<file path="config.mk">
export PLATFORM = sky130hd
export DESIGN_NAME = rtc_alarm_control_status
export DESIGN_NICKNAME = d
export VERILOG_FILES = /design/src/hdl/rtc_ctrl_pkg.sv /design/src/hdl/pin_level_filter.sv /design/src/hdl/alarm_matcher.sv /design/src/hdl/rtc_alarm_control_status.sv
export SDC_FILE = /design/constraint.sdc
export NUM_CORES = 1
export LEC_CHECK = 0
export BUFFER_PORTS_ARGS = -buffer_cell sky130_fd_sc_hd__buf_2
export CAP_MARGIN = 0
export CORE_ASPECT_RATIO = 0.9
export CORE_MARGIN = 5
export CORE_UTILIZATION = 28
export DETAILED_ROUTE_END_ITERATION = 8
export GPL_ROUTABILITY_DRIVEN = 0
export PLACE_DENSITY_LB_ADDON = 0.1
export SLEW_MARGIN = 10
export SYNTH_ARGS = -nofsm -noshare
export SYNTH_HDL_FRONTEND = slang
export SYNTH_SLANG_ARGS = --single-unit
</file>
<file path="constraint.sdc">
create_clock -name I_CLK -period 3.79 [get_ports I_CLK]
set_input_delay 0.1895 -clock I_CLK [delete_from_list [all_inputs] [get_ports I_CLK]]
set_output_delay 0.1895 -clock I_CLK [all_outputs]
set_load 0.1 [all_outputs]
</file>
<file path="src/hdl/rtc_ctrl_pkg.sv">
package rtc_ctrl_pkg;

  // ====================================================================
  // Register map
  localparam int ADDR_W = 8;
  localparam logic [3:0] GROUP_CTRL1 = 4'h0;
  localparam logic [3:0] GROUP_CTRL2 = 4'h1;
  localparam logic [3:0] GROUP_STAT = 4'h2;
  localparam logic [1:0] OP_WRITE = 2'h0;
  localparam logic [1:0] OP_CLR = 2'h1;
  localparam logic [1:0] OP_SET = 2'h2;
  localparam logic [1:0] OP_INV = 2'h3;
  localparam logic [31:0] CTRL1_MASK = 32'hCFFF_88F0;
  localparam logic [31:0] CTRL2_MASK = 32'hFFFF_F833;
  localparam logic [31:0] CTRL1_RESET = 32'h0000_0000;
  localparam logic [31:0] CTRL2_RESET = 32'h0000_0000;

  // ====================================================================
  // Field positions
  localparam int ALRM_EN_BIT = 31;
  localparam int CHIME_BIT = 30;
  localparam int INTERVAL_LSB = 24;
  localparam int REPEAT_LSB = 16;
  localparam int MODULE_ON_BIT = 15;
  localparam int GUARD_BIT = 11;
  localparam int PIN_OE_BIT = 7;
  localparam int PIN_SEL_LSB = 4;
  localparam int DIV_LSB = 16;
  localparam int TRIM_LSB = 11;
  localparam int PRESCALE_LSB = 4;
  localparam int SOURCE_LSB = 0;
  localparam int HAPPENED_BIT = 5;
  localparam int TSYNC_BIT = 2;
  localparam int APEND_BIT = 1;
  localparam int HALF_BIT = 0;

  // ====================================================================
  // Encodings
  localparam logic [3:0] IV_HALF = 4'h0;
  localparam logic [3:0] IV_SECOND = 4'h1;
  localparam logic [3:0] IV_TEN_SEC = 4'h2;
  localparam logic [3:0] IV_MINUTE = 4'h3;
  localparam logic [3:0] IV_TEN_MIN = 4'h4;
  localparam logic [3:0] IV_HOUR = 4'h5;
  localparam logic [3:0] IV_DAY = 4'h6;
  localparam logic [3:0] IV_WEEK = 4'h7;
  localparam logic [3:0] IV_MONTH = 4'h8;
  localparam logic [3:0] IV_YEAR = 4'h9;
  localparam logic [2:0] PIN_ALARM = 3'h0;
  localparam logic [2:0] PIN_SECONDS = 3'h1;
  localparam logic [2:0] PIN_DIVIDED = 3'h2;
  localparam logic [1:0] SRC_PERIPH = 2'h3;
  localparam logic [7:0] REPEAT_FULL = 8'hFF;
  localparam logic [4:0] TRIM_LAST_HALF = 5'h1F;

  // BCD field masks of the time and date words.
  localparam logic [31:0] SEC_ONES_MASK = 32'h0000_0F00;
  localparam logic [31:0] SEC_MASK = 32'h0000_FF00;
  localparam logic [31:0] MIN_ONES_MASK = 32'h000F_0000;
  localparam logic [31:0] MIN_MASK = 32'h007F_0000;
  localparam logic [31:0] HOUR_MASK = 32'h7F00_0000;
  localparam logic [31:0] WDAY_MASK = 32'h0000_0007;
  localparam logic [31:0] DAY_MASK = 32'h0000_3F00;
  localparam logic [31:0] MONTH_MASK = 32'h001F_0000;

  // ====================================================================
  // Timing
  localparam int CLK_PERIOD_PS = 8000;
  localparam int SYNC_SETTLE_NS = 64;
  localparam int SYNC_SETTLE_CYCLES = (SYNC_SETTLE_NS * 1000 + CLK_PERIOD_PS - 1) / CLK_PERIOD_PS;
  localparam logic [3:0] SETTLE_LOAD = 4'(SYNC_SETTLE_CYCLES);

  typedef enum logic {DIV_COUNT, DIV_STRETCH} divider_state_t;

  function automatic logic [31:0] apply_alias(input logic [31:0] old, input logic [31:0] data,
                                              input logic [1:0] op);
    logic [31:0] r;
    r = data;
    if (op == OP_CLR) begin
      r = old & ~data;
    end else if (op == OP_SET) begin
      r = old | data;
    end else if (op == OP_INV) begin
      r = old ^ data;
    end
    return r;
  endfunction

  function automatic logic [7:0] prescale_last(input logic [1:0] sel);
    logic [7:0] r;
    case (sel)
      2'h1: r = 8'h0F;
      2'h2: r = 8'h3F;
      2'h3: r = 8'hFF;
      default: r = 8'h00;
    endcase
    return r;
  endfunction

endpackage

</file>
<file path="src/hdl/pin_level_filter.sv">
`timescale 1ns/1ps
module pin_level_filter #(
  parameter int WIDTH = 3
) (
  input wire logic clk,
  input wire logic reset_n,
  input wire logic [WIDTH-1:0] i_pins,
  output logic [WIDTH-1:0] o_level,
  output logic [WIDTH-1:0] o_rise
);

  logic [WIDTH-1:0] sync_a;
  logic [WIDTH-1:0] sync_b;
  logic [WIDTH-1:0] sync_c;
  logic [WIDTH-1:0] agree;

  // A level only moves once the second and third stages agree.
  assign agree = ~(sync_b ^ sync_c);

  always_ff @(posedge clk or negedge reset_n) begin
    if (!reset_n) begin
      sync_a <= '0;
      sync_b <= '0;
      sync_c <= '0;
      o_level <= '0;
      o_rise <= '0;
    end else begin
      sync_a <= i_pins;
      sync_b <= sync_a;
      sync_c <= sync_b;
      o_level <= (agree & sync_c) | (~agree & o_level);
      o_rise <= agree & sync_c & ~o_level;
    end
  end

endmodule // pin_level_filter

</file>
<file path="src/hdl/alarm_matcher.sv">
`timescale 1ns/1ps
module alarm_matcher
  import rtc_ctrl_pkg::*;
(
  input wire logic clk,
  input wire logic reset_n,
  input wire logic i_eval,
  input wire logic i_whole_second,
  input wire logic [3:0] i_code,
  input wire logic [31:0] i_time,
  input wire logic [31:0] i_date,
  input wire logic [31:0] i_alarm_time,
  input wire logic [31:0] i_alarm_date,
  output logic o_match
);

  logic [31:0] tmask;
  logic [31:0] dmask;
  logic hit;

  always_comb begin
    tmask = '0;
    dmask = '0;
    hit = i_eval & i_whole_second;
    case (i_code)
      IV_HALF: hit = i_eval;
      IV_SECOND: tmask = '0;
      IV_TEN_SEC: tmask = SEC_ONES_MASK;
      IV_MINUTE: tmask = SEC_MASK;
      IV_TEN_MIN: tmask = SEC_MASK | MIN_ONES_MASK;
      IV_HOUR: tmask = SEC_MASK | MIN_MASK;
      IV_DAY: tmask = SEC_MASK | MIN_MASK | HOUR_MASK;
      IV_WEEK: begin
        tmask = SEC_MASK | MIN_MASK | HOUR_MASK;
        dmask = WDAY_MASK;
      end
      IV_MONTH: begin
        tmask = SEC_MASK | MIN_MASK | HOUR_MASK;
        dmask = DAY_MASK;
      end
      IV_YEAR: begin
        // A 29th of February only exists in leap years, so it matches every fourth year.
        tmask = SEC_MASK | MIN_MASK | HOUR_MASK;
        dmask = DAY_MASK | MONTH_MASK;
      end
      default: hit = 1'b0;
    endcase
  end

  always_ff @(posedge clk or negedge reset_n) begin
    if (!reset_n) begin
      o_match <= 1'b0;
    end else begin
      o_match <= hit && (((i_time ^ i_alarm_time) & tmask) == '0) && (((i_date ^ i_alarm_date) & dmask) == '0);
    end
  end

endmodule // alarm_matcher

</file>
<file path="src/hdl/rtc_alarm_control_status.sv">
`timescale 1ns/1ps
// Operation
// Alarm events occur only while alarm_enable is set.
// With chime on the repeat count wraps 00 to FF, otherwise holds at 00.
// Each alarm event decrements the eight-bit repeat count by one.
// The repeat count gives how many more alarms follow, zero to 255.
// The interval code picks the match period, half-second up to year.
// A yearly alarm on February 29 fires once every four years.
// With module enable set the clock counts; clear stops clock and calendar.
// While the guard bit is set, writes to timekeeping registers are blocked.
// Output enable drives the chosen signal on the pin, else pin disabled.
// Pin choice 000 alarm pulse, 001 seconds clock, 010 divided clock.
// The sixteen-bit divide field sets the divider counter period.
// Nonzero trim N adds N input cycles once every 16 seconds; the divider nets only N rounded down to a multiple of the prescale factor.
// Prescale divides the input clock by 1, 16, 64 or 256.
// Source choice picks crystal, low-power RC, low-frequency pin or peripheral clock.
// Read-only alarm-happened flag set on alarm, cleared by hardware.
// Read-only time sync flag is high while time may change.
// Alarm update flag high while enable and count may change; software waits.
// Half-second flag reads 0 in first half, 1 in second half.
// Unimplemented bits read zero and ignore writes.
// Control registers have clear, set and invert aliases at 0x4, 0x8, 0xC.
// An alarm with count zero and chime off clears alarm_enable.
module rtc_alarm_control_status
  import rtc_ctrl_pkg::*;
(
  input wire logic I_CLK,
  input wire logic I_RESET_N,
  input wire logic [ADDR_W-1:0] I_ADDR,
  input wire logic [31:0] I_WDATA,
  input wire logic I_WRITE,
  input wire logic I_READ,
  output logic [31:0] O_RDATA,
  input wire logic I_CRYSTAL_OSC_32K,
  input wire logic I_INTERNAL_LOW_RC,
  input wire logic I_LOW_FREQ_CLK_PIN,
  input wire logic [31:0] I_TIME_VALUE,
  input wire logic [31:0] I_DATE_VALUE,
  input wire logic [31:0] I_ALARM_TIME_VALUE,
  input wire logic [31:0] I_ALARM_DATE_VALUE,
  output logic O_HALF_TICK,
  output logic O_SECOND_TICK,
  output logic O_CALENDAR_RUN,
  output logic O_TIMEKEEP_WRITE_OK,
  output logic O_ALARM_PULSE,
  output logic O_CLOCK_PIN,
  output logic O_CLOCK_PIN_OE
);

  // ====================================================================
  // Register storage and field views
  logic [31:0] ctrl1;
  logic [31:0] ctrl2;
  logic [31:0] next_ctrl1;
  logic [31:0] next_ctrl2;
  logic alarm_enable;
  logic chime;
  logic [3:0] alarm_interval_code;
  logic [7:0] alarm_repeat_count;
  logic module_on;
  logic timekeeping_guard;
  logic clock_pin_out_en;
  logic [2:0] pin_signal_choice;
  logic [15:0] divide;
  logic [4:0] fractional_trim;
  logic [1:0] prescale_sel;
  logic [1:0] source_choice;

  assign alarm_enable = ctrl1[ALRM_EN_BIT];
  assign chime = ctrl1[CHIME_BIT];
  assign alarm_interval_code = ctrl1[INTERVAL_LSB +: 4];
  assign alarm_repeat_count = ctrl1[REPEAT_LSB +: 8];
  assign module_on = ctrl1[MODULE_ON_BIT];
  assign timekeeping_guard = ctrl1[GUARD_BIT];
  assign clock_pin_out_en = ctrl1[PIN_OE_BIT];
  assign pin_signal_choice = ctrl1[PIN_SEL_LSB +: 3];
  assign divide = ctrl2[DIV_LSB +: 16];
  assign fractional_trim = ctrl2[TRIM_LSB +: 5];
  assign prescale_sel = ctrl2[PRESCALE_LSB +: 2];
  assign source_choice = ctrl2[SOURCE_LSB +: 2];

  // ====================================================================
  // Bus decode
  logic [3:0] group;
  logic [1:0] op;
  logic aligned;
  logic wr_ctrl1;
  logic wr_ctrl2;

  assign group = I_ADDR[7:4];
  assign op = I_ADDR[3:2];
  assign aligned = (I_ADDR[1:0] == 2'h0);
  assign wr_ctrl1 = I_WRITE && aligned && (group == GROUP_CTRL1);
  // Divider setup is timekeeping state, so the guard shields it as well.
  assign wr_ctrl2 = I_WRITE && aligned && (group == GROUP_CTRL2) && !timekeeping_guard;

  // ====================================================================
  // Clock source selection and prescaler
  logic [2:0] pin_level;
  logic [2:0] pin_rise;
  logic source_tick;
  logic [7:0] pre_cnt;
  logic pre_tick;
  logic div_toggle;

  pin_level_filter #(
    .WIDTH(3)
  ) u_pin_filter (
    .clk(I_CLK),
    .reset_n(I_RESET_N),
    .i_pins({I_LOW_FREQ_CLK_PIN, I_INTERNAL_LOW_RC, I_CRYSTAL_OSC_32K}),
    .o_level(pin_level),
    .o_rise(pin_rise)
  );

  // The peripheral clock is this clock, so every cycle is one input clock edge.
  always_comb begin
    if (source_choice == SRC_PERIPH) begin
      source_tick = 1'b1;
    end else begin
      source_tick = pin_rise[source_choice];
    end
  end

  assign pre_tick = module_on && source_tick && (pre_cnt >= prescale_last(prescale_sel));

  always_ff @(posedge I_CLK or negedge I_RESET_N) begin
    if (!I_RESET_N) begin
      pre_cnt <= 8'h00;
    end else if (module_on && source_tick) begin
      if (pre_tick) begin
        pre_cnt <= 8'h00;
      end else begin
        pre_cnt <= 8'(pre_cnt + 8'h01);
      end
    end
  end

  always_ff @(posedge I_CLK or negedge I_RESET_N) begin
    if (!I_RESET_N) begin
      div_toggle <= 1'b0;
    end else if (pre_tick) begin
      div_toggle <= ~div_toggle;
    end
  end

  // ====================================================================
  // Half-second divider with fractional stretch
  divider_state_t div_state;
  logic [15:0] div_cnt;
  logic [4:0] stretch_left;
  logic [4:0] half_count;
  logic half_phase;
  logic div_end;
  logic trim_due;
  logic half_fire;

  assign div_end = pre_tick && (div_cnt >= divide);
  assign trim_due = (half_count == TRIM_LAST_HALF) && (fractional_trim != 5'h00);

  always_comb begin
    half_fire = 1'b0;
    case (div_state)
      DIV_COUNT: half_fire = div_end && !trim_due;
      DIV_STRETCH: half_fire = module_on && source_tick && (stretch_left == 5'h01);
      default: half_fire = 1'b0;
    endcase
  end

  always_ff @(posedge I_CLK or negedge I_RESET_N) begin
    if (!I_RESET_N) begin
      div_state <= DIV_COUNT;
      div_cnt <= 16'h0000;
      stretch_left <= 5'h00;
    end else begin
      case (div_state)
        DIV_COUNT: begin
          if (div_end) begin
            div_cnt <= 16'h0000;
            if (trim_due) begin
              div_state <= DIV_STRETCH;
              stretch_left <= fractional_trim;
            end
          end else if (pre_tick) begin
            div_cnt <= 16'(div_cnt + 16'h0001);
          end
        end
        DIV_STRETCH: begin
          if (module_on && source_tick) begin
            stretch_left <= 5'(stretch_left - 5'h01);
            if (stretch_left == 5'h01) begin
              div_state <= DIV_COUNT;
            end
          end
        end
        default: div_state <= DIV_COUNT;
      endcase
    end
  end

  // The half counter spans 32 halves, so the trim lands once per 16 seconds.
  always_ff @(posedge I_CLK or negedge I_RESET_N) begin
    if (!I_RESET_N) begin
      half_count <= 5'h00;
      half_phase <= 1'b0;
    end else if (half_fire) begin
      half_count <= 5'(half_count + 5'h01);
      half_phase <= ~half_phase;
    end
  end

  // ====================================================================
  // Update window and alarm evaluation
  logic [3:0] settle;
  logic whole_second;
  logic time_sync;
  logic alarm_update_pending;
  logic match;
  logic alarm_hit;

  // The calendar changes after each tick; hold the sync flag until it settles.
  always_ff @(posedge I_CLK or negedge I_RESET_N) begin
    if (!I_RESET_N) begin
      settle <= 4'h0;
      whole_second <= 1'b0;
    end else if (half_fire) begin
      settle <= SETTLE_LOAD;
      whole_second <= half_phase;
    end else if (settle != 4'h0) begin
      settle <= 4'(settle - 4'h1);
    end
  end

  always_ff @(posedge I_CLK or negedge I_RESET_N) begin
    if (!I_RESET_N) begin
      time_sync <= 1'b0;
      alarm_update_pending <= 1'b0;
    end else begin
      time_sync <= module_on && ((div_state == DIV_STRETCH) || (div_cnt >= divide) || (settle != 4'h0));
      alarm_update_pending <= module_on && alarm_enable && ((settle != 4'h0) || (div_cnt >= divide));
    end
  end

  // Comparing in the last cycle of the settle window (settle == 1) sees the time the calendar has just written.
  alarm_matcher u_matcher (
    .clk(I_CLK),
    .reset_n(I_RESET_N),
    .i_eval(settle == 4'h1),
    .i_whole_second(whole_second),
    .i_code(alarm_interval_code),
    .i_time(I_TIME_VALUE),
    .i_date(I_DATE_VALUE),
    .i_alarm_time(I_ALARM_TIME_VALUE),
    .i_alarm_date(I_ALARM_DATE_VALUE),
    .o_match(match)
  );

  assign alarm_hit = match && alarm_enable && module_on;

  // ====================================================================
  // Control register updates
  // Hardware repeat and enable updates win over a software write in the same cycle.
  always_comb begin
    next_ctrl1 = ctrl1;
    if (wr_ctrl1) begin
      next_ctrl1 = apply_alias(ctrl1, I_WDATA, op) & CTRL1_MASK;
    end
    if (alarm_hit) begin
      if (alarm_repeat_count != 8'h00) begin
        next_ctrl1[REPEAT_LSB +: 8] = 8'(alarm_repeat_count - 8'h01);
      end else if (chime) begin
        next_ctrl1[REPEAT_LSB +: 8] = REPEAT_FULL;
      end else begin
        next_ctrl1[REPEAT_LSB +: 8] = 8'h00;
        next_ctrl1[ALRM_EN_BIT] = 1'b0;
      end
    end
  end

  always_comb begin
    next_ctrl2 = ctrl2;
    if (wr_ctrl2) begin
      next_ctrl2 = apply_alias(ctrl2, I_WDATA, op) & CTRL2_MASK;
    end
  end

  always_ff @(posedge I_CLK or negedge I_RESET_N) begin
    if (!I_RESET_N) begin
      ctrl1 <= CTRL1_RESET;
      ctrl2 <= CTRL2_RESET;
    end else begin
      ctrl1 <= next_ctrl1;
      ctrl2 <= next_ctrl2;
    end
  end

  // ====================================================================
  // Status flags
  logic alarm_happened;

  // Set on an alarm, cleared by hardware at the next half-second without one.
  always_ff @(posedge I_CLK or negedge I_RESET_N) begin
    if (!I_RESET_N) begin
      alarm_happened <= 1'b0;
    end else if (alarm_hit) begin
      alarm_happened <= 1'b1;
    end else if (half_fire) begin
      alarm_happened <= 1'b0;
    end
  end

  // ====================================================================
  // Read path
  logic [31:0] read_word;

  always_comb begin
    read_word = '0;
    if (!aligned) begin
      read_word = '0;
    end else if (group == GROUP_CTRL1) begin
      read_word = ctrl1;
    end else if (group == GROUP_CTRL2) begin
      read_word = ctrl2;
    end else if (group == GROUP_STAT && op == OP_WRITE) begin
      read_word[HAPPENED_BIT] = alarm_happened;
      read_word[TSYNC_BIT] = time_sync;
      read_word[APEND_BIT] = alarm_update_pending;
      read_word[HALF_BIT] = half_phase;
    end
  end

  always_ff @(posedge I_CLK or negedge I_RESET_N) begin
    if (!I_RESET_N) begin
      O_RDATA <= '0;
    end else if (I_READ) begin
      O_RDATA <= read_word;
    end else begin
      O_RDATA <= '0;
    end
  end

  // ====================================================================
  // Outputs toward calendar and pin
  logic pin_value;

  always_comb begin
    case (pin_signal_choice)
      PIN_ALARM: pin_value = alarm_hit;
      PIN_SECONDS: pin_value = ~half_phase;
      PIN_DIVIDED: pin_value = div_toggle;
      default: pin_value = 1'b0;
    endcase
  end

  always_ff @(posedge I_CLK or negedge I_RESET_N) begin
    if (!I_RESET_N) begin
      O_HALF_TICK <= 1'b0;
      O_SECOND_TICK <= 1'b0;
      O_CALENDAR_RUN <= 1'b0;
      O_TIMEKEEP_WRITE_OK <= 1'b0;
      O_ALARM_PULSE <= 1'b0;
      O_CLOCK_PIN <= 1'b0;
      O_CLOCK_PIN_OE <= 1'b0;
    end else begin
      O_HALF_TICK <= half_fire;
      O_SECOND_TICK <= half_fire && half_phase;
      O_CALENDAR_RUN <= module_on;
      O_TIMEKEEP_WRITE_OK <= !timekeeping_guard;
      O_ALARM_PULSE <= alarm_hit;
      O_CLOCK_PIN <= clock_pin_out_en && pin_value;
      O_CLOCK_PIN_OE <= clock_pin_out_en;
    end
  end

endmodule // rtc_alarm_control_status

</file>
---- Yosys cells after proc, flatten, opt, wreduce, memory -nomap -nowiden ----
Cells that the tools add are included.
word-level totals
  register bits ........................... 145
  word-level logic and storage cells ...... 178
  input port bits ......................... 175
cells by class
  mux-type cells .......................... 47
  add/sub/neg operators ................... 6
  equality and inequality tests ........... 26
  bitwise logic cells ..................... 23
  $lt $le $gt $ge ......................... 3
  reductions and logical operators ........ 43
operators with widths
  kind                     count
  $mux W32                 10
  $pmux W31 S5             1
  $xor A32 B32 Y32         4
  $and A32 B32 Y32         2
  $logic_not A32 Y1        2
  $or A32 B32 Y32          2
  $pmux W21 S3             1
  $and A32 B21 Y32         1
  $and A32 B31 Y32         1
  $mux W16                 2
  $mux W8                  4
  $not A32 Y32             1
  $mux W26                 1
  $pmux W8 S3              1
  $logic_and A1 B1 Y1      20
  $add A16 B1 Y16 const B  1
  $eq A4 B3 Y1 const B     4
  $ge A16 B16 Y1           1
  $mux W5                  3
  $mux W1                  13
  $eq A4 B1 Y1 const B     3
  $eq A4 B2 Y1 const B     3
  $eq A2 B2 Y1 const B     5
  $pmux W5 S2              1
  40 further kinds         61

---- Depth between registers and ports, before layout ----
Gate-level depths: netlist of the first run.
  depth after elaboration ................. 10
  mapped depth ............................ 11
  mapped depth without buffers ............ 11

---- By module ----
From an unflattened synthesis of the first run, not the netlist that was laid out.
second synthesis, totals
  cells, all modules ...................... 1046
  area total of the unflattened synthesis .. 9658.0 um^2
modules (own cells, without submodules)
  module                    area an instance (um^2)  cells an instance  instances
  rtc_alarm_control_status  8655.8                   955                1
  alarm_matcher             525.5                    67                 1
  pin_level_filter          476.7                    24                 1

---- Worst setup path before layout of the first run ----
Ideal clock, no wire load.
  path type ............................... flip-flop to flip-flop
  start ................................... register ctrl2[5]
  end ..................................... register half_count[1]
  setup slack ............................. 1238 ps
  path buffers ............................ 0
  stages on the path, launching flop included .. 12
  library setup time ...................... 125 ps
  data arrival time ....................... 2426 ps
  cells stage by stage .................... dfrtp_1 -> inv_1 -> nand2_1 -> inv_1 -> ha_1 -> a211o_1 -> a31oi_1 -> o311a_1 -> nor3_2 -> a31oi_4 -> inv_2 -> mux2_4
on the way
  longest elaborated chain between the ends .. 7
ends and longest elaborated chain
  what                                                 line                             source
  start, declared                                      rtc_alarm_control_status.sv:53   logic [31:0] ctrl2;
  start signal, assigned                               rtc_alarm_control_status.sv:293  ctrl2 <= next_ctrl2;
  $eq A2 B2 Y1 / $eq A2 B1 Y1 (equally long branches)  rtc_ctrl_pkg.sv:91               case (sel)
  $pmux W8 S3 (*)                                      rtc_ctrl_pkg.sv:91
  $ge A8 B8 Y1 (*)                                     rtc_alarm_control_status.sv:125  assign pre_tick = module_on && source_tick && (pre_cnt >= prescale_last(prescale_sel));
  $logic_and A1 B1 Y1 (*)                              rtc_alarm_control_status.sv:125
  $logic_and A1 B1 Y1 (*)                              rtc_alarm_control_status.sv:158  assign div_end = pre_tick && (div_cnt >= divide);
  $logic_and A1 B1 Y1 (*)                              rtc_alarm_control_status.sv:164  DIV_COUNT: half_fire = div_end && !trim_due;
  $pmux W1 S2 (*)                                      rtc_alarm_control_status.sv:163  case (div_state)
  net half_fire                                        rtc_alarm_control_status.sv:156  logic half_fire;
  end signal, assigned                                 rtc_alarm_control_status.sv:207  half_count <= 5'(half_count + 5'h01);
  end, declared                                        rtc_alarm_control_status.sv:152  logic [4:0] half_count;
The timed path passes the listed nets; every way through them passes the cells marked *.
A chain may end at the register's enable or synchronous reset.

---- Worst setup path in the final report of the first run ----
  start ................................... register ctrl2[5]
  end ..................................... register half_count[4]
Same word-level chain as after synthesis.

==> flow_metrics.env, run 1 <==
export IMPL_die_area_sq_mm=0.03846
export IMPL_period_minus_slack_ns=2.913
export IMPL_grt_ovfl_total=0
export IMPL_fin_setup_tns_ns=0
export IMPL_postSynthAreaPerCell_sq_um=9.307
export IMPL_pwr_density_cell_mw_per_mm2=352.9
export IMPL_grt_pass1_vias=7945
export IMPL_cts_setup_buffers=0
export IMPL_netSwitchingFraction_pct=30.95
export IMPL_cts_sinks=141
export IMPL_timing_critical_path_required_ns=4.10
export IMPL_syn_instance_count=1042
export IMPL_synth_edf_count=0
export IMPL_p_int_w=0.002833
export IMPL_drv_slew=0
export IMPL_antenna_found_initial=2
export IMPL_grt_pass1_wl_microns=45420
export IMPL_final_area_sq_mm=0.01163
export IMPL_end_kind="flop"
export IMPL_cts_buffer_depth=2
export IMPL_synth_seq_cells=141
export IMPL_rows=64
export IMPL_place_area_sq_mm=0.01100
export IMPL_grt_usage_pct=15.01
export IMPL_tritoncts="yes"
export IMPL_post_drt_wl_per_cell_microns=17.04
export IMPL_area_growth_pct=19.89
export IMPL_numCtsBuffers=17
export IMPL_crit_path_frequent_cell="inv_1"
export IMPL_drc_errors=0
export IMPL_finalWirelength_microns=28340
export IMPL_vias=7999
export IMPL_synth_warning_count=0
export IMPL_yosys_area_top_type="dfrtp_1"
export IMPL_portBuffers=148
export IMPL_slew_headroom_pct=42.63
export IMPL_via_per_inst=4.810
export IMPL_worstSetupPathType="reg2reg"
export IMPL_dp_hpwl_microns=21050
export IMPL_final_setup_viol_count=0
export IMPL_path_max_fanout=8
export IMPL_slowest_stage="dfrtp_1"
export IMPL_first_iter_violations=289
export IMPL_die_height_microns=186.6
export IMPL_synth_top_flop_cell="dfrtp_1"
export IMPL_ir_drop_v=0.0003062
export IMPL_clkTransAtPathRegs_ns=0.07
export IMPL_ys_seq_area_share_pct=36.38
export IMPL_drive_gt1_share_pct=20.00
export IMPL_combPwrFrac_pct=16.8
export IMPL_htree_levels=4
export IMPL_cap_violations=0
export IMPL_yosysUniqueCellTypes=70
export IMPL_mostFrequentLayoutCells="buf_2 (146), dfrtp_1 (141), ha_1 (127)"
export IMPL_pwr_share_clk_pct=41.9
export IMPL_period_share_pct=76.87
export IMPL_io_pins=214
export IMPL_critPathMaxStageDelay_ns=0.45
export IMPL_core_sq_mm=0.03411
export IMPL_seqPwrFrac_pct=41.3
export IMPL_status="complete, no violations"
export IMPL_finalPower_w=0.004103
export IMPL_fill_cells=3581
export IMPL_start_util_pct=28.43
export IMPL_nets=1490
export IMPL_dp_cells=1627
export IMPL_max_freq_mhz=343.2
export IMPL_cp_arrival_ns=3.23
export IMPL_rsz0062_at_grt="no"
export IMPL_synth_top_area_share_pct=36.38
export IMPL_power_switching_w=0.001270
export IMPL_crit_chain="inv_1, nand2_1, inv_1, ha_1, a211o_1, a31oi_1, o311a_1, nor3_2, a31oi_4, inv_2, mux2_4"
export IMPL_hold_path_class="in2reg"
export IMPL_syn_area_sq_mm=0.009698
export IMPL_async_flop_share_pct=100.0
export IMPL_grt_max_degree=87
export IMPL_startpoint_type="flop"
export IMPL_detail_route_antenna_nets=0
export IMPL_die_w_microns=206.2
export IMPL_final_common_cell="buf_2"
export IMPL_firstDrtPassIters=6
export IMPL_cts_root_buf="clkbuf_16"
export IMPL_clk_latency_ns=0.43
export IMPL_worst_pin_slew_ns=0.8606
export IMPL_fin_skew_ns=0.009691
export IMPL_synth_area_top_cells="dfrtp_1 (36%), ha_1 (16%), a21oi_1 (4.4%)"
export IMPL_post_cts_resized=0
export IMPL_finalHoldViolCount=0
export IMPL_finish_utilization_pct=34.09
export IMPL_leakage_nw=5.665
export IMPL_final_cells=1663
## layer usage
layer	global-route usage (%)	share of wire [%]	vias up
li1	-	-	3978
met1	21.35	48	3863
met2	23.73	47	136
met3	2.638	3.8	22
met4	3.710	1.6	0
met5	0	0	-
## layout make-up
class | instances | area [sq um] | area share [%]
repair buffers | 174 | 954.7 | 8.210
multi-input cells | 750 | 5589 | 48.07
diodes | 1 | 2.502 | 0.02152
inverters | 104 | 390.4 | 3.357
clock buffers | 17 | 425.4 | 3.659
clock inverters | 14 | 158.9 | 1.367
well taps | 462 | 578.1 | 4.971
flip-flops and latches | 141 | 3528 | 30.35
## state kept, by name, indices dropped and copies added (netlist names), 3 cells and up, named ones only
name                 count
ctrl1                   20
u_pin_filter.sync_b      3
u_pin_filter.sync_a      3
div_cnt                 16
pre_cnt                  8
u_pin_filter.o_rise      3
u_pin_filter.sync_c      3
stretch_left             5
ctrl2                   25
half_count               5
O_RDATA                 28
settle                   4
## per-stage QoR
step                      hold slack [ns]  setup slack (ns)
after floorplan                   -0.1061             1.238
after global placement             0.3014            0.8524
after detailed placement           0.2992            0.8458
after CTS                          0.2061            0.8154
after global routing               0.2256            0.6245
final                              0.2209            0.8765
## worst max-delay path: cells and delay by family, from the launching register on
| kind | cells | cell delay [ns] |
|---|---|---|
| AO/OA/AOI/OAI | 4 | 1.16 |
| flip-flops | 1 | 0.45 |
| buffers and inverters | 3 | 0.42 |
| multiplexers | 1 | 0.32 |
| adder cells (fa/ha/maj) | 1 | 0.25 |
| AND/OR/NAND/NOR | 2 | 0.20 |
## cell usage after synthesis, drive strengths merged, types with 15 or more instances
library cell,count
nand3,27
buf,16
xnor2,30
nand2,62
dfrtp,141
o21ai,64
inv,104
clkbuf,34
a211oi,25
ha,127
a21oi,85
mux4,16
nor2,103
xor2,16
o211ai,15
and3,17
a22oi,19
## repair_timing
item | CTS | global route
endpoints found under the hold margin | 86 | 0
endpoints found under the setup margin | 0 | 0
hold buffers | 4 | 0
## cells by family after synthesis
kind of cell | Yosys count | synth area share [%]
flops | 141 | 36.38
fa+ha+maj | 127 | 16.38
buf+inv | 154 | 6.257
compound gates | 269 | 17.91
simple gates | 275 | 13.61
mux | 29 | 5.264
xor+xnor | 46 | 4.154
other cells | 1 | 0.03867
## power groups by stage
| stage | Clock [W] | Combinational [W] | Sequential (W) |
|---|---|---|---|
| 2_1_floorplan | 0 | 0.000416 | 0.00174 |
| 3_3_place_gp | 0 | 0.000685 | 0.00173 |
| 3_5_place_dp | 0 | 0.000695 | 0.00173 |
| 4_1_cts | 0.00176 | 0.000702 | 0.00170 |
| 5_1_grt | 0.00183 | 0.000795 | 0.00171 |
| 6_report | 0.00172 | 0.000689 | 0.00170 |
## final timing paths
path | start | end | slack [ns] | cells past startpoint
max | ctrl2[5]$_DFFE_PN0P_ | half_count[4]$_DFFE_PN0P_ | 0.88 | 11
min | I_WDATA[11] | ctrl1[11]$_DFFE_PN0P_ | 0.22 | 4
max reg2reg | ctrl2[5]$_DFFE_PN0P_ | half_count[4]$_DFFE_PN0P_ | 0.88 | 11
min reg2reg | u_pin_filter.sync_a[0]$_DFF_PN0_ | u_pin_filter.sync_b[0]$_DFF_PN0_ | 0.35 | 0
max in group asynchronous | I_RESET_N | u_pin_filter.o_rise[1]$_DFF_PN0_ | 2.50 | 3
min in group asynchronous | I_RESET_N | O_RDATA[21]$_DFF_PN0_ | 0.39 | 2
No activity file was read; power rests on OpenSTA's default activity.
==> inputs of run 2 (changes only) <==
==> constraint.sdc (replaced) <==
create_clock -name I_CLK -period 2.85 [get_ports I_CLK]
set_input_delay 0.1425 -clock I_CLK [delete_from_list [all_inputs] [get_ports I_CLK]]
set_output_delay 0.1425 -clock I_CLK [all_outputs]
set_load 0.1 [all_outputs]
==> run 2 against run 1 <==
Net effect:
- first-iteration DRC count up 31%
- utilization up 0.43 points
- clock-buffer cell count unchanged
- critical path type unchanged
- largest cell class unchanged
- highest routed layer unchanged
==> flow_metrics.env, run 2 (synthesized netlist as in run 1, its figures left out) <==
export IMPL_status="complete, no violations"
export IMPL_final_area_sq_mm=0.01177
export IMPL_firstDrtPassIters=4
export IMPL_grt_max_degree=121
export IMPL_fin_setup_tns_ns=0
export IMPL_cap_violations=0
export IMPL_place_ws_ns=0.1265
export IMPL_grt_use_met2_pct=24.31
export IMPL_cts_root_buf="clkbuf_16"
export IMPL_portBuffers=148
export IMPL_drive_gt1_share_pct=21.46
export IMPL_ir_drop_v=0.0003580
export IMPL_finalHoldViolCount=0
export IMPL_min_path_cells=4
export IMPL_final_setup_viol_count=0
export IMPL_drc_errors=0
export IMPL_tritoncts="yes"
export IMPL_cts_buffer_depth=2
export IMPL_end_kind="flop"
export IMPL_top_register="O_RDATA"
export IMPL_period_minus_slack_ns=2.717
export IMPL_grt_util_met3_pct=2.725
export IMPL_finalPower_w=0.005337
export IMPL_finalWirelength_microns=28770
export IMPL_start_util_pct=28.43
export IMPL_place_area_sq_mm=0.01118
export IMPL_rsz0062_at_grt="no"
export IMPL_vias=8017
export IMPL_r2r_cells=11
export IMPL_die_height_microns=186.6
export IMPL_fin_ws_ns=0.1325
export IMPL_nets=1510
export IMPL_path_max_fanout=8
export IMPL_dp_hpwl_microns=21660
export IMPL_area_growth_pct=21.40
export IMPL_slew_headroom_pct=54.33
export IMPL_final_common_cell="buf_2"
export IMPL_die_w_microns=206.2
export IMPL_top_usage_layer="met2"
export IMPL_htree_levels=4
export IMPL_worstSetupPathType="reg2reg"
export IMPL_largest_register_ffs=28
export IMPL_antenna_found_initial=2
export IMPL_timing_critical_path_required_ns=3.16
export IMPL_cp_arrival_ns=3.03
export IMPL_detail_route_antenna_nets=0
export IMPL_cts_setup_buffers=0
export IMPL_grt_pass1_vias=7989
export IMPL_hold_path_class="in2reg"
export IMPL_clk_latency_ns=0.43
export IMPL_worst_pin_slew_ns=0.6851
export IMPL_max_freq_mhz=368.0
export IMPL_leakage_nw=5.773
export IMPL_gr_usage_met1_pct=21.25
export IMPL_core_sq_mm=0.03411
export IMPL_drv_slew=0
export IMPL_cts_sinks=141
export IMPL_reg_top3="O_RDATA: 28 flops, ctrl2: 25 flops, ctrl1: 20 flops"
export IMPL_startpoint_type="flop"
export IMPL_numCtsBuffers=17
export IMPL_clkTransAtPathRegs_ns=0.06
export IMPL_fin_skew_ns=0.01107
export IMPL_io_pins=214
export IMPL_rows=64
export IMPL_die_area_sq_mm=0.03846
export IMPL_grt_ovfl_total=0
export IMPL_first_iter_violations=378
export IMPL_holdWs_ns=0.1681
export IMPL_grt_usage_pct=15.17
export IMPL_grt_pass1_wl_microns=45800
export IMPL_mostFrequentLayoutCells="buf_2 (146), dfrtp_1 (141), ha_1 (127)"
export IMPL_via_per_inst=4.761
export IMPL_period_share_pct=95.35
export IMPL_post_drt_wl_per_cell_microns=17.08
export IMPL_pwr_density_cell_mw_per_mm2=453.3
-- run 2: cell types whose count changed in the layout (fill, tap and decap cells not counted), sizes merged --
cell	before	now
buf	170	190
inv	110	111
clkinv	1	6
bufinv	2	0
clkinvlp	5	2
-- run 2: timing repair --
| item | CTS | global route |
|---|---|---|
| resized for setup | 0 | 4 |
| hold endpoints to repair | 64 | 0 |
| setup endpoints to repair | 0 | 4 |
| hold buffers | 4 | 0 |
-- run 2: per-stage QoR --
| step | std cells | util (%) |
|---|---|---|
| final | 1684 | 34.51 |
| after global routing | 1684 | 34.51 |
| after CTS | 1683 | 34.50 |
| after detailed placement | 1647 | 32.76 |
| after global placement | 1647 | 32.76 |
| after floorplan | 1045 | - |
-- run 2: path summary, 6_finish.rpt --
check | start | end | slack, ns
worst min-delay path | I_WDATA[11] | ctrl1[11]$_DFFE_PN0P_ | 0.17
min in group asynchronous | I_RESET_N | O_RDATA[21]$_DFF_PN0_ | 0.29
worst max register to register | ctrl2[4]$_DFFE_PN0P_ | half_count[1]$_DFFE_PN0P_ | 0.13
max in group asynchronous | I_RESET_N | half_count[1]$_DFFE_PN0P_ | 1.72
worst max-delay path | ctrl2[4]$_DFFE_PN0P_ | half_count[1]$_DFFE_PN0P_ | 0.13
worst min register to register | u_pin_filter.sync_a[0]$_DFF_PN0_ | u_pin_filter.sync_b[0]$_DFF_PN0_ | 0.35
-- run 2: final cells by class --
cell class | count | area [sq um]
antenna | 1 | 2.502
clock buffer | 17 | 425.4
clock inverter | 15 | 127.6
fill | 3609 | 22340
inverter | 104 | 390.4
multi-input combinational | 750 | 5592
sequential | 141 | 3528
tap | 462 | 578.1
timing repair buffer | 194 | 1130
-- run 2: critical path, stage by stage (launching register included) --
cell     delay, ns
dfrtp_1       0.37
inv_1         0.14
nand2_1       0.12
inv_1         0.11
ha_1          0.25
a211o_1       0.29
a31oi_1       0.23
o311a_1       0.23
nor3_2        0.07
a31oi_4       0.30
inv_2         0.16
mux2_4        0.32
-- run 2: routing by layer --
metal	vias up	part of all wire, %
li1	4016	-
met1	3864	48
met2	115	47
met5	-	0
met3	22	3.1
met4	0	1.4
-- run 2: power by group --
group / internal (W) / switching [W]
registers: 0.00211 / 0.000134
logic: 0.000370 / 0.000573
clock network: 0.00114 / 0.00101
==> inputs of run 3 (changes only) <==
--- a/config.mk
+++ b/config.mk
@@ -12,7 +12,7 @@
 export CORE_UTILIZATION = 28
 export DETAILED_ROUTE_END_ITERATION = 8
 export GPL_ROUTABILITY_DRIVEN = 0
-export PLACE_DENSITY_LB_ADDON = 0.1
+export PLACE_DENSITY = 0.54
 export SLEW_MARGIN = 10
 export SYNTH_ARGS = -nofsm -noshare
 export SYNTH_HDL_FRONTEND = slang
==> run 3 against run 2 <==
Net effect:
- sequential cell count is the same
- final area shrank 0.40%
- cell count shrank 0.83%
- critical path depth is the same
- largest cell class unchanged
- fmax grew 2.9%
- die area is the same
- critical endpoint unchanged
- highest routed layer unchanged
- routed wire length shrank 6.2%
==> flow_metrics.env, run 3 (synthesized netlist as in run 1, its figures left out) <==
export IMPL_cp_arrival_ns=2.95
export IMPL_clk_latency_ns=0.43
export IMPL_grt_max_degree=72
export IMPL_final_common_cell="buf_2"
export IMPL_max_freq_mhz=378.8
export IMPL_cap_violations=0
export IMPL_worst_path_buf_inv=3
export IMPL_end_kind="flop"
export IMPL_cts_buffer_depth=2
export IMPL_worstSetupPathType="reg2reg"
export IMPL_startpoint_type="flop"
export IMPL_grt_usage_pct=14.10
export IMPL_htree_levels=4
export IMPL_rr_endpoint="half_count[1]$_DFFE_PN0P_"
export IMPL_start_util_pct=28.43
export IMPL_vias=8122
export IMPL_rows=64
export IMPL_slew_headroom_pct=50.71
export IMPL_reg_top3="O_RDATA: 28 flops, ctrl2: 25 flops, ctrl1: 20 flops"
export IMPL_largest_register_ffs=28
export IMPL_firstDrtPassIters=5
export IMPL_via_per_inst=4.863
export IMPL_period_share_pct=92.62
export IMPL_min_to="ctrl1[4]$_DFFE_PN0P_"
export IMPL_r2r_start="ctrl2[4]$_DFFE_PN0P_"
export IMPL_rsz0062_at_grt="no"
export IMPL_finalHoldViolCount=0
export IMPL_first_iter_violations=413
export IMPL_drv_slew=0
export IMPL_pwr_density_cell_mw_per_mm2=465.4
export IMPL_fill_cells=3614
export IMPL_critPathMaxStageDelay_ns=0.41
export IMPL_min_path_cells=3
export IMPL_slowest_stage="dfrtp_1"
export IMPL_fin_skew_ns=0.006742
export IMPL_dp_hpwl_microns=20340
export IMPL_antenna_found_initial=0
export IMPL_place_ws_ns=-0.02634
export IMPL_fin_ws_ns=0.2102
export IMPL_io_pins=214
export IMPL_r2r_cells=11
export IMPL_crit_chain="inv_1, nand2_1, inv_1, ha_1, a211o_1, a31oi_1, o311a_1, nor3_2, a31oi_4, inv_2, mux2_4"
export IMPL_die_w_microns=206.2
export IMPL_die_height_microns=186.6
export IMPL_cpLargestDelayFamily="compound AO/OA/AOI/OAI gates"
export IMPL_seq_area_sq_mm=0.003528
export IMPL_worst_pin_slew_ns=0.7371
export IMPL_antenna_diode_count=0
export IMPL_nets=1497
export IMPL_mostFrequentLayoutCells="buf_2 (146), dfrtp_1 (141), ha_1 (127)"
export IMPL_ir_drop_v=0.0004302
export IMPL_crit_path_frequent_cell="inv_1"
export IMPL_detail_route_antenna_nets=0
export IMPL_final_setup_viol_count=0
export IMPL_core_sq_mm=0.03411
export IMPL_grt_ovfl_total=0
export IMPL_tritoncts="yes"
export IMPL_multiInputGateArea_sq_mm=0.005599
export IMPL_portBuffers=148
export IMPL_cts_sinks=141
export IMPL_numCtsBuffers=17
export IMPL_cts_root_buf="clkbuf_16"
export IMPL_status="complete, no violations"
export IMPL_hp_start="I_WRITE"
export IMPL_cts_setup_buffers=0
export IMPL_period_minus_slack_ns=2.640
export IMPL_die_area_sq_mm=0.03846
export IMPL_path_max_fanout=8
export IMPL_leakage_nw=5.732
export IMPL_top_register="O_RDATA"
export IMPL_drc_errors=0
export IMPL_grt_pass1_wl_microns=43320
export IMPL_holdWs_ns=0.1680
export IMPL_timing_critical_path_required_ns=3.16
export IMPL_drive_gt1_share_pct=20.61
export IMPL_finalWirelength_microns=26980
export IMPL_post_drt_wl_per_cell_microns=16.16
export IMPL_r2r_slack_ns=0.21
export IMPL_clkTransAtPathRegs_ns=0.06
export IMPL_hold_path_class="in2reg"
export IMPL_grt_pass1_vias=7966
export IMPL_area_growth_pct=20.91
==> run 3: cell count changes in the layout (fill, tap and decap cells not counted), sizes merged <==
cell,previous run,this run
bufinv,0,2
clkbuf,17,19
buf,190,177
clkinv,6,4
diode,1,0
inv,111,109
==> run 3: worst max path at each step <==
stage,end,slack [ns],cells after the start,start
after CTS,stretch_left[2]$_DFFE_PN0P_,0.13,11,ctrl2[4]$_DFFE_PN0P_
after global routing,half_count[4]$_DFFE_PN0P_,0.03,11,ctrl2[4]$_DFFE_PN0P_
after floorplan,half_count[1]$_DFFE_PN0P_,0.30,11,ctrl2[5]$_DFFE_PN0P_
after global placement,stretch_left[4]$_DFFE_PN0P_,0.06,11,ctrl2[4]$_DFFE_PN0P_
final,half_count[1]$_DFFE_PN0P_,0.21,11,ctrl2[4]$_DFFE_PN0P_
after detailed placement,stretch_left[2]$_DFFE_PN0P_,-0.03,11,ctrl2[4]$_DFFE_PN0P_
==> run 3: area by class of cell <==
class / instances / area share, %
Multi-Input combinational cell: 750 / 47.75
Sequential cell: 141 / 30.09
Timing Repair Buffer: 181 / 8.803
Tap cell: 462 / 4.930
Clock buffer: 19 / 3.777
Inverter: 104 / 3.329
Clock inverter: 13 / 1.323
==> run 3: per-stage QoR <==
| step | total power (W) | util [%] | setup TNS [ns] | cells | cell area [sq um] |
|---|---|---|---|---|---|
| 6_report | 0.005457 | 34.38 | 0 | 1670 | 11730 |
| 3_5_place_dp | 0.003207 | 32.48 | -0.04701 | 1634 | 11080 |
| 2_1_floorplan | 0.002868 | - | 0 | 1045 | 9709 |
| 5_1_grt | 0.005757 | 34.38 | 0 | 1670 | 11730 |
| 4_1_cts | 0.005534 | 34.35 | 0 | 1670 | 11720 |
| 3_3_place_gp | 0.003180 | 32.48 | 0 | 1634 | 11080 |
==> run 3: timing repair <==
item,CTS,global route
pin swaps,0,1
cloned,0,0
hold buffers,4,0
hold endpoints to repair,55,0
endpoints found under the setup margin,4,5
resized for setup,1,2
==> run 3: worst reg2reg max path: stages (launching register included) <==
cell     delay, ns
dfrtp_1       0.41
inv_1         0.11
nand2_1       0.10
inv_1         0.11
ha_1          0.25
a211o_1       0.30
a31oi_1       0.23
o311a_1       0.23
nor3_2        0.08
a31oi_4       0.25
inv_2         0.14
mux2_4        0.31
==> run 3: layer usage <==
layer	vias up	GRT usage (%)	wire [microns]
li1	3993	-	-
met5	-	0	0
met2	166	22.18	12600
met3	20	2.777	1387
met4	0	2.917	271
met1	3943	20.22	12730
==> run 3: where the power goes <==
part / leakage [nW] / switching (W) / internal [W]
Clock: 0.288 / 0.000955 / 0.00133
Combinational: 3.66 / 0.000562 / 0.000360
Sequential: 1.78 / 0.000136 / 0.00211
